==> src/design/spm_pkg.sv <==
package spm_pkg;
  localparam int unsigned ADDR_W = 8;
  localparam int unsigned DATA_W = 32;
  // Main port map
  localparam logic [7:0] OFF_RX_DATA   = 8'h00;
  localparam logic [7:0] OFF_TX_DATA   = 8'h04;
  localparam logic [7:0] OFF_PORT_CTL  = 8'h08;
  localparam logic [7:0] OFF_RX_CTL    = 8'h0c;
  localparam logic [7:0] OFF_TX_CTL    = 8'h10;
  localparam logic [7:0] OFF_RATE_CFG  = 8'h14;
  localparam logic [7:0] OFF_MC_CTL    = 8'h18;
  localparam logic [7:0] OFF_RX_EN_AB  = 8'h1c;
  localparam logic [7:0] OFF_TX_EN_AB  = 8'h20;
  localparam logic [7:0] OFF_PIN_CTL   = 8'h24;
  localparam logic [7:0] OFF_RX_EN_CD  = 8'h28;
  localparam logic [7:0] OFF_TX_EN_CD  = 8'h2c;
  localparam logic [7:0] OFF_RX_EN_EF  = 8'h30;
  localparam logic [7:0] OFF_TX_EN_EF  = 8'h34;
  localparam logic [7:0] OFF_RX_EN_GH  = 8'h38;
  localparam logic [7:0] OFF_TX_EN_GH  = 8'h3c;
  // Buffer FIFO map
  localparam logic [7:0] OFF_FIFO_REV  = 8'h00;
  localparam logic [7:0] OFF_WFIFO_CTL = 8'h10;
  localparam logic [7:0] OFF_WFIFO_STS = 8'h14;
  localparam logic [7:0] OFF_RFIFO_CTL = 8'h18;
  localparam logic [7:0] OFF_RFIFO_STS = 8'h1c;
  // Port control field positions
  localparam int unsigned POS_RX_RST   = 0;
  localparam int unsigned POS_RX_RDY   = 1;
  localparam int unsigned POS_RX_FULL  = 2;
  localparam int unsigned POS_TX_RST   = 16;
  localparam int unsigned POS_TX_RDY   = 17;
  localparam int unsigned POS_TX_EMPTY = 18;
  localparam int unsigned POS_TX_SERR  = 19;
  // Bits software may write in port control (status and reserved excluded)
  localparam logic [31:0] PORT_CTL_WMASK = 32'h03f9_f8f9;
  // Reset values
  localparam logic [31:0] RST_WORD     = 32'h0000_0000;
  // Revision code, value arbitrary
  localparam logic [31:0] FIFO_REV_DEF = 32'h0001_0000;
endpackage : spm_pkg

==> src/design/spm_regs.sv <==
// Operation
// Receive data register is read-only to all
// Buffer and shifters have no bus address
// Transmit word moves whole into transmit shifter
// Receive data reads return full 32 bits
// Any DMA window read hits receive data
// Transmit data writable from both buses
// Software halts port before changing control
// Software leaves unmapped offsets untouched
// FIFO registers decoded on their own bus
// One aligned word per register, decoded by offset
`timescale 1ns/1ps
module spm_regs
  import spm_pkg::*;
#(
  parameter logic [31:0] FIFO_REV = spm_pkg::FIFO_REV_DEF
)(
  input  wire logic                       sys_clk_i,
  input  wire logic                       nrst_i,
  input  wire logic                       cfg_sel_i,
  input  wire logic                       cfg_wr_i,
  input  wire logic [spm_pkg::ADDR_W-1:0] cfg_addr_i,
  input  wire logic [spm_pkg::DATA_W-1:0] cfg_wdata_i,
  output logic      [spm_pkg::DATA_W-1:0] cfg_rdata_o,
  output logic                            cfg_ack_o,
  input  wire logic                       dma_sel_i,
  input  wire logic                       dma_wr_i,
  input  wire logic [spm_pkg::DATA_W-1:0] dma_wdata_i,
  output logic      [spm_pkg::DATA_W-1:0] dma_rdata_o,
  output logic                            dma_ack_o,
  input  wire logic                       fifo_sel_i,
  input  wire logic                       fifo_wr_i,
  input  wire logic [spm_pkg::ADDR_W-1:0] fifo_addr_i,
  input  wire logic [spm_pkg::DATA_W-1:0] fifo_wdata_i,
  output logic      [spm_pkg::DATA_W-1:0] fifo_rdata_o,
  output logic                            fifo_ack_o,
  input  wire logic [spm_pkg::DATA_W-1:0] rx_word_i,
  input  wire logic                       rx_valid_i,
  input  wire logic                       tx_taken_i,
  output logic      [spm_pkg::DATA_W-1:0] tx_word_o,
  output logic                            tx_full_o,
  output logic      [31:0]                port_ctl_o,
  output logic      [31:0]                rx_ctl_o,
  output logic      [31:0]                tx_ctl_o,
  output logic      [31:0]                rate_cfg_o,
  output logic      [31:0]                mc_ctl_o,
  output logic      [31:0]                pin_ctl_o,
  output logic      [127:0]               rx_chan_en_o,
  output logic      [127:0]               tx_chan_en_o,
  output logic      [31:0]                wfifo_ctl_o,
  output logic      [31:0]                rfifo_ctl_o
);
  import spm_pkg::*;

  logic [31:0] rx_data_r, rx_buf_r, tx_data_r, tx_shift_r, port_ctl_r;
  logic [31:0] rx_ctl_r, tx_ctl_r, rate_cfg_r, mc_ctl_r, pin_ctl_r;
  logic [31:0] wfifo_ctl_r, rfifo_ctl_r, cfg_rdata_nxt, fifo_rdata_nxt, tx_wdata;
  logic [31:0] rx_en_r [4];
  logic [31:0] tx_en_r [4];
  logic        rx_buf_full_r, tx_shift_full_r, rx_rdy_r, rx_over_r, tx_rdy_r, tx_rst_d_r;
  logic        cfg_wr, cfg_rd_rx, dma_rd, dma_wr, rx_read, tx_write;
  logic        tx_copy, rx_copy, tx_rst, rx_rst;

  assign cfg_wr    = cfg_sel_i & cfg_wr_i;
  assign cfg_rd_rx = cfg_sel_i & ~cfg_wr_i & (cfg_addr_i == OFF_RX_DATA);
  assign dma_rd    = dma_sel_i & ~dma_wr_i;
  assign dma_wr    = dma_sel_i & dma_wr_i;
  assign rx_read   = cfg_rd_rx | dma_rd;
  assign tx_write  = (cfg_wr & (cfg_addr_i == OFF_TX_DATA)) | dma_wr;
  assign tx_wdata  = (cfg_wr & (cfg_addr_i == OFF_TX_DATA)) ? cfg_wdata_i : dma_wdata_i;
  assign tx_rst    = port_ctl_r[POS_TX_RST];
  assign rx_rst    = port_ctl_r[POS_RX_RST];
  assign tx_copy   = tx_rst & tx_rst_d_r & ~tx_rdy_r & ~tx_shift_full_r & ~tx_write;
  assign rx_copy   = rx_rst & rx_buf_full_r & (~rx_rdy_r | rx_read);

  // Transmit data word and its ready flag
  always_ff @(posedge sys_clk_i or negedge nrst_i)
  begin
    if (!nrst_i)
    begin
      tx_data_r  <= RST_WORD;
      tx_rdy_r   <= 1'b0;
      tx_rst_d_r <= 1'b0;
    end
    else
    begin
      tx_rst_d_r <= tx_rst;
      if (tx_write)
        tx_data_r <= tx_wdata;
      if (!tx_rst)
        tx_rdy_r <= 1'b0;
      else if (tx_copy || !tx_rst_d_r)
        tx_rdy_r <= 1'b1;
      else if (tx_write)
        tx_rdy_r <= 1'b0;
    end
  end

  // Transmit shifter, internal only
  always_ff @(posedge sys_clk_i or negedge nrst_i)
  begin
    if (!nrst_i)
    begin
      tx_shift_r      <= RST_WORD;
      tx_shift_full_r <= 1'b0;
    end
    else if (!tx_rst)
      tx_shift_full_r <= 1'b0;
    else if (tx_copy)
    begin
      tx_shift_r      <= tx_data_r;
      tx_shift_full_r <= 1'b1;
    end
    else if (tx_taken_i)
      tx_shift_full_r <= 1'b0;
  end

  // Receive buffer, internal only
  always_ff @(posedge sys_clk_i or negedge nrst_i)
  begin
    if (!nrst_i)
    begin
      rx_buf_r      <= RST_WORD;
      rx_buf_full_r <= 1'b0;
      rx_over_r     <= 1'b0;
    end
    else if (!rx_rst)
    begin
      rx_buf_full_r <= 1'b0;
      rx_over_r     <= 1'b0;
    end
    else
    begin
      if (rx_valid_i)
        rx_buf_r <= rx_word_i;
      if (rx_valid_i || rx_copy)
        rx_buf_full_r <= rx_valid_i;
      if (rx_copy || (rx_valid_i && rx_buf_full_r))
        rx_over_r <= !rx_copy;
    end
  end

  // Receive data register, loaded only from the buffer
  always_ff @(posedge sys_clk_i or negedge nrst_i)
  begin
    if (!nrst_i)
    begin
      rx_data_r <= RST_WORD;
      rx_rdy_r  <= 1'b0;
    end
    else
    begin
      if (rx_copy)
        rx_data_r <= rx_buf_r;
      if (!rx_rst)
        rx_rdy_r <= 1'b0;
      else if (rx_copy)
        rx_rdy_r <= 1'b1;
      else if (rx_read)
        rx_rdy_r <= 1'b0;
    end
  end

  // Port control writable fields
  always_ff @(posedge sys_clk_i or negedge nrst_i)
  begin
    if (!nrst_i)
      port_ctl_r <= RST_WORD;
    else if (cfg_wr && cfg_addr_i == OFF_PORT_CTL)
    begin
      port_ctl_r              <= cfg_wdata_i & PORT_CTL_WMASK;
      port_ctl_r[POS_TX_SERR] <= cfg_wdata_i[POS_TX_SERR] & cfg_wdata_i[POS_TX_RST] & tx_rst;
    end
  end

  // Plain control registers of the main map
  always_ff @(posedge sys_clk_i or negedge nrst_i)
  begin
    if (!nrst_i)
    begin
      rx_ctl_r   <= RST_WORD;
      tx_ctl_r   <= RST_WORD;
      rate_cfg_r <= RST_WORD;
      mc_ctl_r   <= RST_WORD;
      pin_ctl_r  <= RST_WORD;
      for (int i = 0; i < 4; i++)
      begin
        rx_en_r[i] <= RST_WORD;
        tx_en_r[i] <= RST_WORD;
      end
    end
    else if (cfg_wr)
    begin
      case (cfg_addr_i)
        OFF_RX_CTL:   rx_ctl_r   <= cfg_wdata_i;
        OFF_TX_CTL:   tx_ctl_r   <= cfg_wdata_i;
        OFF_RATE_CFG: rate_cfg_r <= cfg_wdata_i;
        OFF_MC_CTL:   mc_ctl_r   <= cfg_wdata_i;
        OFF_PIN_CTL:  pin_ctl_r  <= cfg_wdata_i;
        OFF_RX_EN_AB: rx_en_r[0] <= cfg_wdata_i;
        OFF_TX_EN_AB: tx_en_r[0] <= cfg_wdata_i;
        OFF_RX_EN_CD: rx_en_r[1] <= cfg_wdata_i;
        OFF_TX_EN_CD: tx_en_r[1] <= cfg_wdata_i;
        OFF_RX_EN_EF: rx_en_r[2] <= cfg_wdata_i;
        OFF_TX_EN_EF: tx_en_r[2] <= cfg_wdata_i;
        OFF_RX_EN_GH: rx_en_r[3] <= cfg_wdata_i;
        OFF_TX_EN_GH: tx_en_r[3] <= cfg_wdata_i;
        default: ;
      endcase
    end
  end

  // Main map read decode
  always_comb
  begin
    case (cfg_addr_i)
      OFF_RX_DATA:  cfg_rdata_nxt = rx_data_r;
      OFF_TX_DATA:  cfg_rdata_nxt = tx_data_r;
      OFF_PORT_CTL:
      begin
        cfg_rdata_nxt               = port_ctl_r;
        cfg_rdata_nxt[POS_RX_RDY]   = rx_rdy_r;
        cfg_rdata_nxt[POS_RX_FULL]  = rx_over_r;
        cfg_rdata_nxt[POS_TX_RDY]   = tx_rdy_r;
        cfg_rdata_nxt[POS_TX_EMPTY] = tx_shift_full_r;
      end
      OFF_RX_CTL:   cfg_rdata_nxt = rx_ctl_r;
      OFF_TX_CTL:   cfg_rdata_nxt = tx_ctl_r;
      OFF_RATE_CFG: cfg_rdata_nxt = rate_cfg_r;
      OFF_MC_CTL:   cfg_rdata_nxt = mc_ctl_r;
      OFF_PIN_CTL:  cfg_rdata_nxt = pin_ctl_r;
      OFF_RX_EN_AB: cfg_rdata_nxt = rx_en_r[0];
      OFF_TX_EN_AB: cfg_rdata_nxt = tx_en_r[0];
      OFF_RX_EN_CD: cfg_rdata_nxt = rx_en_r[1];
      OFF_TX_EN_CD: cfg_rdata_nxt = tx_en_r[1];
      OFF_RX_EN_EF: cfg_rdata_nxt = rx_en_r[2];
      OFF_TX_EN_EF: cfg_rdata_nxt = tx_en_r[2];
      OFF_RX_EN_GH: cfg_rdata_nxt = rx_en_r[3];
      OFF_TX_EN_GH: cfg_rdata_nxt = tx_en_r[3];
      default:      cfg_rdata_nxt = RST_WORD;
    endcase
  end

  // Buffer FIFO control registers on their own bus
  always_ff @(posedge sys_clk_i or negedge nrst_i)
  begin
    if (!nrst_i)
    begin
      wfifo_ctl_r <= RST_WORD;
      rfifo_ctl_r <= RST_WORD;
    end
    else if (fifo_sel_i && fifo_wr_i)
    begin
      if (fifo_addr_i == OFF_WFIFO_CTL)
        wfifo_ctl_r <= fifo_wdata_i;
      if (fifo_addr_i == OFF_RFIFO_CTL)
        rfifo_ctl_r <= fifo_wdata_i;
    end
  end

  always_comb
  begin
    case (fifo_addr_i)
      OFF_FIFO_REV:  fifo_rdata_nxt = FIFO_REV;
      OFF_WFIFO_CTL: fifo_rdata_nxt = wfifo_ctl_r;
      OFF_WFIFO_STS: fifo_rdata_nxt = {30'h0, tx_shift_full_r, ~tx_rdy_r & tx_rst};
      OFF_RFIFO_CTL: fifo_rdata_nxt = rfifo_ctl_r;
      OFF_RFIFO_STS: fifo_rdata_nxt = {30'h0, rx_buf_full_r, rx_rdy_r};
      default:       fifo_rdata_nxt = RST_WORD;
    endcase
  end

  // Registered read answers, one cycle after the request
  always_ff @(posedge sys_clk_i or negedge nrst_i)
  begin
    if (!nrst_i)
    begin
      cfg_rdata_o  <= RST_WORD;
      cfg_ack_o    <= 1'b0;
      dma_rdata_o  <= RST_WORD;
      dma_ack_o    <= 1'b0;
      fifo_rdata_o <= RST_WORD;
      fifo_ack_o   <= 1'b0;
    end
    else
    begin
      cfg_ack_o  <= cfg_sel_i;
      dma_ack_o  <= dma_sel_i;
      fifo_ack_o <= fifo_sel_i;
      if (cfg_sel_i && !cfg_wr_i)
        cfg_rdata_o <= cfg_rdata_nxt;
      if (dma_rd)
        dma_rdata_o <= rx_data_r;
      if (fifo_sel_i && !fifo_wr_i)
        fifo_rdata_o <= fifo_rdata_nxt;
    end
  end

  assign tx_word_o    = tx_shift_r;
  assign tx_full_o    = tx_shift_full_r;
  assign port_ctl_o   = port_ctl_r;
  assign rx_ctl_o     = rx_ctl_r;
  assign tx_ctl_o     = tx_ctl_r;
  assign rate_cfg_o   = rate_cfg_r;
  assign mc_ctl_o     = mc_ctl_r;
  assign pin_ctl_o    = pin_ctl_r;
  assign rx_chan_en_o = {rx_en_r[3], rx_en_r[2], rx_en_r[1], rx_en_r[0]};
  assign tx_chan_en_o = {tx_en_r[3], tx_en_r[2], tx_en_r[1], tx_en_r[0]};
  assign wfifo_ctl_o  = wfifo_ctl_r;
  assign rfifo_ctl_o  = rfifo_ctl_r;
endmodule : spm_regs

==> config.mk <==
export PLATFORM = sky130hd
export DESIGN_NAME = spm_regs
export DESIGN_NICKNAME = d
export VERILOG_FILES = /design/src/design/spm_pkg.sv /design/src/design/spm_regs.sv
export SDC_FILE = /design/constraint.sdc
export NUM_CORES = 1
export LEC_CHECK = 0
export BUFFER_PORTS_ARGS = -buffer_cell sky130_fd_sc_hd__buf_2
export CORE_AREA = 2 2 312 314
export DETAILED_ROUTE_END_ITERATION = 12
export DIE_AREA = 0 0 314 316
export GPL_TIMING_DRIVEN = 1
export MAX_ROUTING_LAYER = met4
export PLACE_DENSITY = 0.57
export SYNTH_ARGS = -nofsm -noshare
export SYNTH_HDL_FRONTEND = slang
export SYNTH_SLANG_ARGS = --single-unit
==> constraint.sdc <==
create_clock -name sys_clk_i -period 2.05 [get_ports sys_clk_i]
set_clock_uncertainty 0.15 [all_clocks]
set_input_delay 0.205 -clock sys_clk_i [delete_from_list [all_inputs] [get_ports sys_clk_i]]
set_output_delay 0.205 -clock sys_clk_i [all_outputs]
set_load 0.1 [all_outputs]
## Yosys cells after proc, flatten, opt, wreduce, memory -nomap -nowiden

Index checks and enable logic that the tools add are counted.

| storage, ports and cells | value |
|---|---|
| flip-flop bits (word level) | 732 |
| bits of input ports | 154 |
| output and inout port bits | 644 |
| logic and storage cells | 127 |

| operators by class | value |
|---|---|
| eq/ne operators | 24 |
| mux-type cells | 16 |
| bitwise operators | 24 |
| reduce and logical (&&, ||, !) cells | 31 |

Operator list:

| operator | number |
|---|---|
| 32-bit one-hot mux with 16 select lines | 1 |
| 32-bit one-hot mux with 5 select lines | 1 |
| 8-bit by 5-bit == test with 1-bit output (second input constant) | 8 |
| 8-bit by 6-bit == test with 1-bit output (second input constant) | 8 |
| 2-bit AND reduction | 17 |
| 32-bit 2-to-1 mux | 1 |
| 8-bit by 4-bit == test with 1-bit output (second input constant) | 2 |
| 8-bit zero test | 2 |
| 1-bit bitwise AND | 15 |
| 1-bit 2-to-1 mux | 13 |
| 8-bit by 3-bit == test with 1-bit output (second input constant) | 1 |
| 3-bit by 1-bit inequality test with 1-bit output (second input constant) | 2 |
| 1-bit NOT | 6 |
| 1-bit logical AND | 5 |
| 1-bit zero test | 4 |
| 2-bit by 1-bit inequality test with 1-bit output (second input constant) | 2 |
| 1-bit logical OR | 3 |
| 3-bit by 2-bit inequality test with 1-bit output (second input constant) | 1 |
| 1-bit bitwise OR | 3 |

## Logic depth before layout (Yosys ltp)

Gate-level depths: netlist of the first run.

| depth | value |
|---|---|
| word-level depth | 9 |
| depth in mapped cells | 8 |
| mapped depth without buffers | 5 |

## Worst setup path after synthesis of the first run

OpenSTA, ideal clock, no wires.

| timing | value |
|---|---|
| path type | in2reg |
| from | in fifo_addr_i[1] in the netlist's numbering |
| to | reg rfifo_ctl_r[16] (netlist: rfifo_ctl_o[16]) |
| library setup time | 0.128 ns |
| data arrival time | 2.065 ns |
| required time | 1.772 ns |
| setup slack | -0.294 ns |
| stages on the path | 7 |
| path buffers | 2 |
| path through | or4_1 or3b_4 nor3b_2 and3_1 buf_4 buf_6 mux2_1 |

| between the ends | value |
|---|---|
| word-level cells in the longest chain between the ends | 2 |

RTL lines:

| element | RTL line | source |
|---|---|---|
| start, declared | spm_regs.sv:33 | `input wire logic [spm_pkg::ADDR_W-1:0] fifo_addr_i,` |
| 8-bit by 5-bit == test with 1-bit output | spm_regs.sv:256 | `if (fifo_addr_i == OFF_RFIFO_CTL)` |
| 2-bit AND reduction (no line) | - |  |
| end signal, assigned | spm_regs.sv:257 | `rfifo_ctl_r <= fifo_wdata_i;` |
| end, declared | spm_regs.sv:57 | `logic [31:0] wfifo_ctl_r, rfifo_ctl_r, cfg_rdata_nxt, fifo_rdata_nxt, tx_wdata;` |

Every way passes these cells.
A chain may end at the register's enable or synchronous reset.

## Worst setup path in the final report of the first run

| timing | value |
|---|---|
| from | reg mc_ctl_r[12] (netlist: mc_ctl_o[12]) |
| to | out mc_ctl_o[12] |

RTL lines:

| element | RTL line | source |
|---|---|---|
| start, declared | spm_regs.sv:56 | `logic [31:0] rx_ctl_r, tx_ctl_r, rate_cfg_r, mc_ctl_r, pin_ctl_r;` |
| start signal, assigned | spm_regs.sv:198 | `OFF_MC_CTL: mc_ctl_r <= cfg_wdata_i;` |
| end, declared | spm_regs.sv:46 | `output logic [31:0] mc_ctl_o,` |

No word-level cell between the ends.

==> results of run 1 <==
worst register-to-register path: stages (launching register included):
cell	delay (ps)
dfrtp_1	440
mux4_2	510
nand3_1	110
a31oi_1	80
dlygate4sd3_1	570
metal layers:
layer / up-vias / wire length [um] / share of wire / global-route usage
li1: 10800 / - / - / -
met1: 13300 / 57400 / 0.41 / 0.346
met2: 1078 / 67600 / 0.49 / 0.459
met3: 246 / 9100 / 0.066 / 0.0598
met4: 0 / 4740 / 0.034 / 0.0963
met5: - / 0 / 0 / -
stage by stage:
step	instances	hold WS [ps]	setup WS [ps]	TNS [ps]	power, mW
2_1_floorplan	2355	-241	-272	-21870	18.6
3_3_place_gp	4450	-40.0	-460	-117160	20.3
3_5_place_dp	4450	-40.6	-464	-115760	20.3
4_1_cts	4763	30.5	12.9	0	35.8
5_1_grt	4767	64.4	20.0	0	36.6
6_report	4767	56.8	47.3	0	35.5
report_power, final:
group          internal (mW)  total [mW]  switching (mW)  leakage [nW]
sequential              14.9        15.3           0.405          10.1
combinational           1.38        5.06            3.68          11.5
clock                   8.71        15.1            6.35          1.34
total                   25.0        35.5            10.4          22.9
registers in the layout, summed over array words and instances (netlist names), 19 cells and up:
| name | count |
|---|---|
| rx_chan_en_o | 128 |
| tx_chan_en_o | 128 |
| cfg_rdata_o | 32 |
| dma_rdata_o | 32 |
| fifo_rdata_o | 32 |
| mc_ctl_o | 32 |
| pin_ctl_o | 32 |
| rate_cfg_o | 32 |
| rfifo_ctl_o | 32 |
| rx_buf_r | 32 |
| rx_ctl_o | 32 |
| rx_data_r | 32 |
| tx_ctl_o | 32 |
| tx_data_r | 32 |
| tx_word_o | 32 |
| wfifo_ctl_o | 32 |
| port_ctl_o | 19 |
what timing repair did:
action	CTS	global route
gates cloned	0	1
gates resized for setup	4	2
setup endpoints to repair	4	2
setup buffers	0	0
endpoints found under the hold margin	1305	0
hold buffers	164	0
final timing paths:
kind | slack [ps] | end | from | cells after the start
worst max-delay path | 50 | mc_ctl_o[12] | mc_ctl_o[12]$_DFFE_PN0P_ | 2
worst min-delay path | 60 | dma_rdata_o[14]$_DFFE_PN0P_ | nrst_i | 3
worst max register to register | 80 | cfg_rdata_o[10]$_DFFE_PN0P_ | rx_chan_en_o[10]$_DFFE_PN0P_ | 4
worst min register to register | 300 | tx_rdy_r$_DFFE_PN0P_ | tx_rst_d_r$_DFF_PN0_ | 1
max in group asynchronous | 1110 | mc_ctl_o[1]$_DFFE_PN0P_ | nrst_i | 4
min in group sys_clk_i | 70 | cfg_rdata_o[6]$_DFFE_PN0P_ | cfg_addr_i[2] | 4
placed cells by master (no fill, tap or decap), drive strengths merged, types with 3 or more instances in the layout:
cell / count
nand2: 87
nor3: 24
buf: 1020
o31ai: 3
o2bb2ai: 20
nor4b: 4
dlygate4sd3: 162
o22ai: 10
a21oi: 46
clkinv: 19
clkbuf: 119
bufinv: 4
mux4: 27
a22o: 8
nor2b: 6
nand3: 38
and3: 4
nor4: 8
mux2: 699
a222oi: 5
conb: 13
or3: 3
o211ai: 4
nand4: 4
clkinvlp: 3
o32ai: 3
a32oi: 5
nor2: 87
or2: 5
o221ai: 22
a22oi: 119
nand2b: 5
dfrtp: 732
mux2i: 73
diode: 4
o21ai: 61
inv: 8
area by class of cell:
class,count,area [um^2]
Sequential cell,732,18300
Clock buffer,118,2410
Multi-Input combinational cell,1420,13300
Clock inverter,31,308
Inverter,3,11.3
Tap cell,1276,1600
Antenna cell,4,10.0
Fill cell,8878,51800
Timing Repair Buffer,1183,8200
logic make-up (layout without fill, tap and decap cells):
family,count (synthesis),count (layout)
other,1,17
flip-flops,732,732
AND/OR/NAND/NOR,285,285
buffers and inverters,203,1335
AO/OA/AOI/OAI,323,323
multiplexers,799,799
==> summary.md, run 1 <==
| Metric | Value |
|---|---|
| Final setup violation count | 0 |
| Slew Viols, Final | 0 |
| Critical-path top delay cell | buf_2 |
| Mux contribution to synthesized area | 0.287 |
| Cells along the critical path | buf_4 > buf_2 |
| Total GRT Usage | 0.281 |
| Fin crit period | 2000 ps |
| Die ar. | 99200 um^2 |
| Routed len/inst | 29.1 um |
| Final nets | 3577 |
| Initial Utilization | 0.334 |
| Cell accounting for the most synthesized area | dfrtp_1 |
| Root Buffer | clkbuf_16 |
| Layout cells sized above 1 | 0.547 |
| Synth Area in Simple Gates | 0.0421 |
| First-pass GRT wire length | 194 mm |
| HPWL after DPL | 101 mm |
| FFs w/ async S/R, synth | 1.00 |
| Setup Crit Path Kind | reg -> out |
| Largest net degree at the start of global routing | 70 |
| CTS buffer count | 83 |
| Fmax | 499 MHz |
| Vias in the first global route | 26000 |
| Mean post-synth cell area | 13.7 um^2 |
| Longest Clk Path Bufs | 3 |
| Worst hold path class | in -> async |
| Initial antenna violation count | 7 |
| H-tree lvl count | 3 |
| Power per cell area | 802 nW/um^2 |
| Post-synthesis adder-cell area fraction | 0 |
| Synth Warn # | 0 |
| Core area | 96000 um^2 |
| Area Overhead vs Synth | 37.7% |
| Synth Instances | 2343 |
| Final Cell Area | 44200 um^2 |
| CP Max Fanout | 2 |
| Chip height | 316 um |
| Static Leak | 22.9 nW |
| Std cell rows | 114 |
| Top cell type's share of synthesized area | 0.571 |
| Final Hold Viols | 0 |
| Detailed Routing Iterations Pass 1 | 7 |
| Via count | 25400 |
| Main flop type after synthesis | dfrtp_1 |
| I/O Buffers | 784 |
| Count leader, synth | dfrtp_1 |
| Count of state elements after synthesis | 732 |
| Slew @ Worst Pin | 642 ps |
| Worst path arrival time | 1650 ps |
| Xor/xnor cell area share of the yosys netlist | 0 |
| Synth top cells by count | 732 x dfrtp_1, 662 x mux2_2, 119 x a22oi_1, 102 x clkbuf_1 |
| Buffers and inverters on the worst path | 2 |
| Routed vias/inst | 5.34 |
| Critical path data required time | 1690 ps |
| Synth Area in Compound Gates | 0.0701 |
| RSZ-0062 raised after global routing | false |
| VDD IR max | 0.000559 V |
| Main combinational cell family by area after synthesis | multiplexers |
| Clk pin slew, worst setup/hold paths | 60 ps |
| Synth cell types | 62 |
| Top post-synthesis cells by area | dfrtp_1 57%, mux2_2 23%, a22oi_1 2.8%, mux2i_1 2.3%, mux4_2 1.9% |
| Startpoint Class | flip-flop |
| Drc violations | 0 |
| # IOs | 798 |
| Clk_lat worst skew | 660 ps |
| Placed inst area | 39800 um^2 |
| Max Cap Viol | 0 |
| Seq/Total Area, Yosys | 0.571 |
| Netlist Area Pre-Place | 32100 um^2 |
| Setup crit end kind | output pin |
| Largest delay share family, worst path | buffers and inverters |
| Detail Route Antenna Nets | 0 |
| Fin crit share | 0.977 |
| Initial drt markers | 1889 |
| CP max stage delay | 420 ps |
| Gr ovfl total | 0 |
| Post-synth EDFFs | 0 |
| Status | complete, no violations |
| Relative slew slack | 0.575 |
| Final core utilization | 0.460 |
| GPL Wtd Cong | 0.899 |
| Die X-Extent | 314 um |
| Clk sink count | 732 |
| CTS tree | done |
| Final wirelength | 139 mm |
(Power assumes the default switching activity.)
==> run 2: changes to the inputs <==
--- a/config.mk
+++ b/config.mk
@@ -12,6 +12,7 @@
 export GPL_TIMING_DRIVEN = 1
 export MAX_ROUTING_LAYER = met4
 export PLACE_DENSITY = 0.57
+export REMOVE_ABC_BUFFERS = 1
 export SYNTH_ARGS = -nofsm -noshare
 export SYNTH_HDL_FRONTEND = slang
 export SYNTH_SLANG_ARGS = --single-unit
==> run 2 against run 1 <==
  * Maximum frequency barely moved
  * Largest power group is now clock
  * Highest routed layer unchanged
  * Register-to-register slack lost 30 ps
  * Clock power is 4% higher
  * Wire length is 3.3% lower
  * Global-route usage down 0.82 points
  * Critical path depth is 5 higher
  * Critical endpoint is now cfg_rdata_o[19]$_DFFE_PN0P_
  * Cell area about the same
==> summary.md, run 2 (synthesis gave the netlist of run 1 again) <==
| Metric | Value |
|---|---|
| Worst Hold End | tx_chan_en_o[16]$_DFFE_PN0P_ |
| CP max stage delay | 390 ps (was 420 ps) |
| Slew Viols, Final | 0 (unchanged) |
| Max Cap Viol | 0 (unchanged) |
| R2r endpoint | cfg_rdata_o[19]$_DFFE_PN0P_ (was cfg_rdata_o[10]$_DFFE_PN0P_) |
| Detail Route Antenna Nets | 0 (unchanged) |
| Met2 routed WL | 63.6 mm (was 67.6 mm) |
| Register-to-Register Path Depth | 7 (was 4) |
| Slew @ Worst Pin | 861 ps (was 642 ps) |
| Total GRT Usage | 0.273 (was 0.281) |
| Top routing layer used | met4 (unchanged) |
| Setup slack after layout | 48.8 ps (was 47.3 ps) |
| Fin crit period | 2000 ps (about the same) |
| Clk pin slew, worst setup/hold paths | 70 ps (was 60 ps) |
| Clk sink count | 732 (unchanged) |
| Commonest non-fill, non-tap cell in the layout | buf_2 (unchanged) |
| # IOs | 798 (unchanged) |
| Crit Reg-Reg Startpoint | rate_cfg_o[19]$_DFFE_PN0P_ (was rx_chan_en_o[10]$_DFFE_PN0P_) |
| Post-Place Worst Slack | -722 ps (was -464 ps) |
| VDD IR max | 0.00117 V (was 0.000559 V) |
| Post-Route Setup TNS | 0 ps (unchanged) |
| Layout cells sized above 1 | 0.541 (was 0.547) |
| Setup crit end kind | flip-flop (was output pin) |
| HPWL after DPL | 98.1 mm (was 101 mm) |
| Initial drt markers | 2157 (was 1889) |
| Final Cell Area | 44200 um^2 (about the same) |
| Final core utilization | 0.461 (was 0.460) |
| Relative slew slack | 0.424 (was 0.575) |
| Largest delay share family, worst path | compound AO/OA/AOI/OAI gates (was buffers and inverters) |
| CP most frequent cell | buf_4 |
| Root Buffer | clkbuf_16 (unchanged) |
| Critical path data required time | 2430 ps (was 1690 ps) |
| Setup Buffers After CTS | 0 (unchanged) |
| Drc violations | 0 (unchanged) |
| Metal-1 WL | 56.4 mm (was 57.4 mm) |
| Final nets | 3592 (was 3577) |
| Worst path arrival time | 2380 ps (was 1650 ps) |
| Die ar. | 99200 um^2 (unchanged) |
| CP Max Fanout | 3 (was 2) |
| Startpoint Class | flip-flop (unchanged) |
| I/O Buffers | 784 (unchanged) |
| Buffers and inverters on the worst path | 2 (unchanged) |
| Detailed Routing Iterations Pass 1 | 6 (was 7) |
| Storage element area | 18300 um^2 (about the same) |
| Clk_lat worst skew | 660 ps (about the same) |
| Std cell rows | 114 (unchanged) |
| Power per cell area | 817 nW/um^2 (was 802 nW/um^2) |
| H-tree lvl count | 3 (unchanged) |
| First-pass GRT wire length | 189 mm (was 194 mm) |
| Area Overhead vs Synth | 37.8% (was 37.7%) |
| Routed len/inst | 28.1 um (was 29.1 um) |
| Setup Crit Path Kind | reg -> reg (was reg -> out) |
| Fin crit share | 0.976 (was 0.977) |
| Initial Utilization | 0.334 (unchanged) |
| Largest net degree at the start of global routing | 80 (was 70) |
| Placed inst area | 39500 um^2 (was 39800 um^2) |
| Initial antenna violation count | 9 (was 7) |
| Critical-path top delay cell | dfrtp_1 (was buf_2) |
| Number of filler cells placed in the layout | 8938 (was 8878) |
| CTS tree | done (unchanged) |
| Worst hold path class | in -> reg (was in -> async) |
| Hold wc startpoint | cfg_wdata_i[16] |
| Gr ovfl total | 0 (unchanged) |
| GPL Wtd Cong | 0.879 (was 0.899) |
| Routed vias/inst | 5.34 (about the same) |
| Final setup violation count | 0 (unchanged) |
| Chip height | 316 um (unchanged) |
| Final wirelength | 134 mm (was 139 mm) |
| Longest Clk Path Bufs | 3 (unchanged) |
| Most frequent cells in the layout | 775 x buf_2, 732 x dfrtp_1, 662 x mux2_2, 180 x buf_4, 176 x dlygate4sd3_1 (was 776 x buf_2, 726 x dfrtp_1, 612 x mux2_2, 175 x buf_4, 162 x dlygate4sd3_1) |
| Area of the multi-input gates | 13100 um^2 (was 13300 um^2) |
| Met3 wire len | 10.3 mm (was 9.10 mm) |
| Status | complete, no violations (unchanged) |
| Core area | 96000 um^2 (unchanged) |
| Vias in the first global route | 25800 (was 26000) |
| Fmax | 500 MHz (was 499 MHz) |
| Hold path cells | 2 |
| Final Hold Viols | 0 (unchanged) |
| Cells along the critical path | mux2_2 > a22oi_1 > o22ai_1 > buf_4 > a221oi_4 > buf_4 > o211ai_1 (was buf_4 > buf_2) |
| Die X-Extent | 314 um (unchanged) |
| CTS buffer count | 83 (unchanged) |
| Static Leak | 23.0 nW (was 22.9 nW) |
| Via count | 25500 (was 25400) |
| Total Power | 36.1 mW (was 35.5 mW) |
| RSZ-0062 raised after global routing | false (unchanged) |
| R2R Setup Slk | 50 ps (was 80 ps) |
-- run 2: stage by stage --
stage               hold slack [ps]  instances
CTS                            3.51       4781
detailed placement            -63.3       4453
finish                         52.9       4785
global route                   38.0       4785
floorplan                      -241       2155
global placement              -59.7       4453
-- run 2: power breakdown --
group | switching [mW] | internal [mW] | leakage (nW)
combinational | 3.66 | 1.39 | 11.5
sequential | 0.381 | 14.9 | 10.1
clock | 6.38 | 9.37 | 1.40
total | 10.4 | 25.7 | 23.0
-- run 2: timing repair --
action / CTS / global route
hold endpoints to repair: 1320 / 0
setup endpoints to repair: 7 / 4
hold buffers: 176 / 0
resized for setup: 8 / 6
-- run 2: final cells by class --
type,count,area share
flip-flops and latches,732,0.414
clock buffers,124,0.0559
inverters,3,0.000255
diodes,4,0.000226
repair buffers,1198,0.188
multi-input cells,1420,0.297
clock inverters,28,0.00908
well taps,1276,0.0361
-- run 2: worst max-delay path by stage --
stage,to,startpoint,cells after the start,slack [ps]
after floorplan,tx_word_o[0]$_DFFE_PN0P_,cfg_addr_i[1],4,-2950
after global placement,cfg_rdata_o[16]$_DFFE_PN0P_,cfg_addr_i[2],8,-700
after detailed placement,cfg_rdata_o[16]$_DFFE_PN0P_,cfg_addr_i[2],8,-720
after CTS,fifo_rdata_o[1]$_DFFE_PN0P_,tx_full_o$_DFFE_PN0P_,5,20
after global routing,fifo_rdata_o[1]$_DFFE_PN0P_,tx_full_o$_DFFE_PN0P_,5,10
final,cfg_rdata_o[19]$_DFFE_PN0P_,rate_cfg_o[19]$_DFFE_PN0P_,7,50
-- run 2: per-layer routing --
metal | track usage | vias up
li1 | - | 10800
met1 | 0.347 | 13400
met2 | 0.435 | 1124
met3 | 0.0600 | 190
met4 | 0.0843 | 0
met5 | - | -
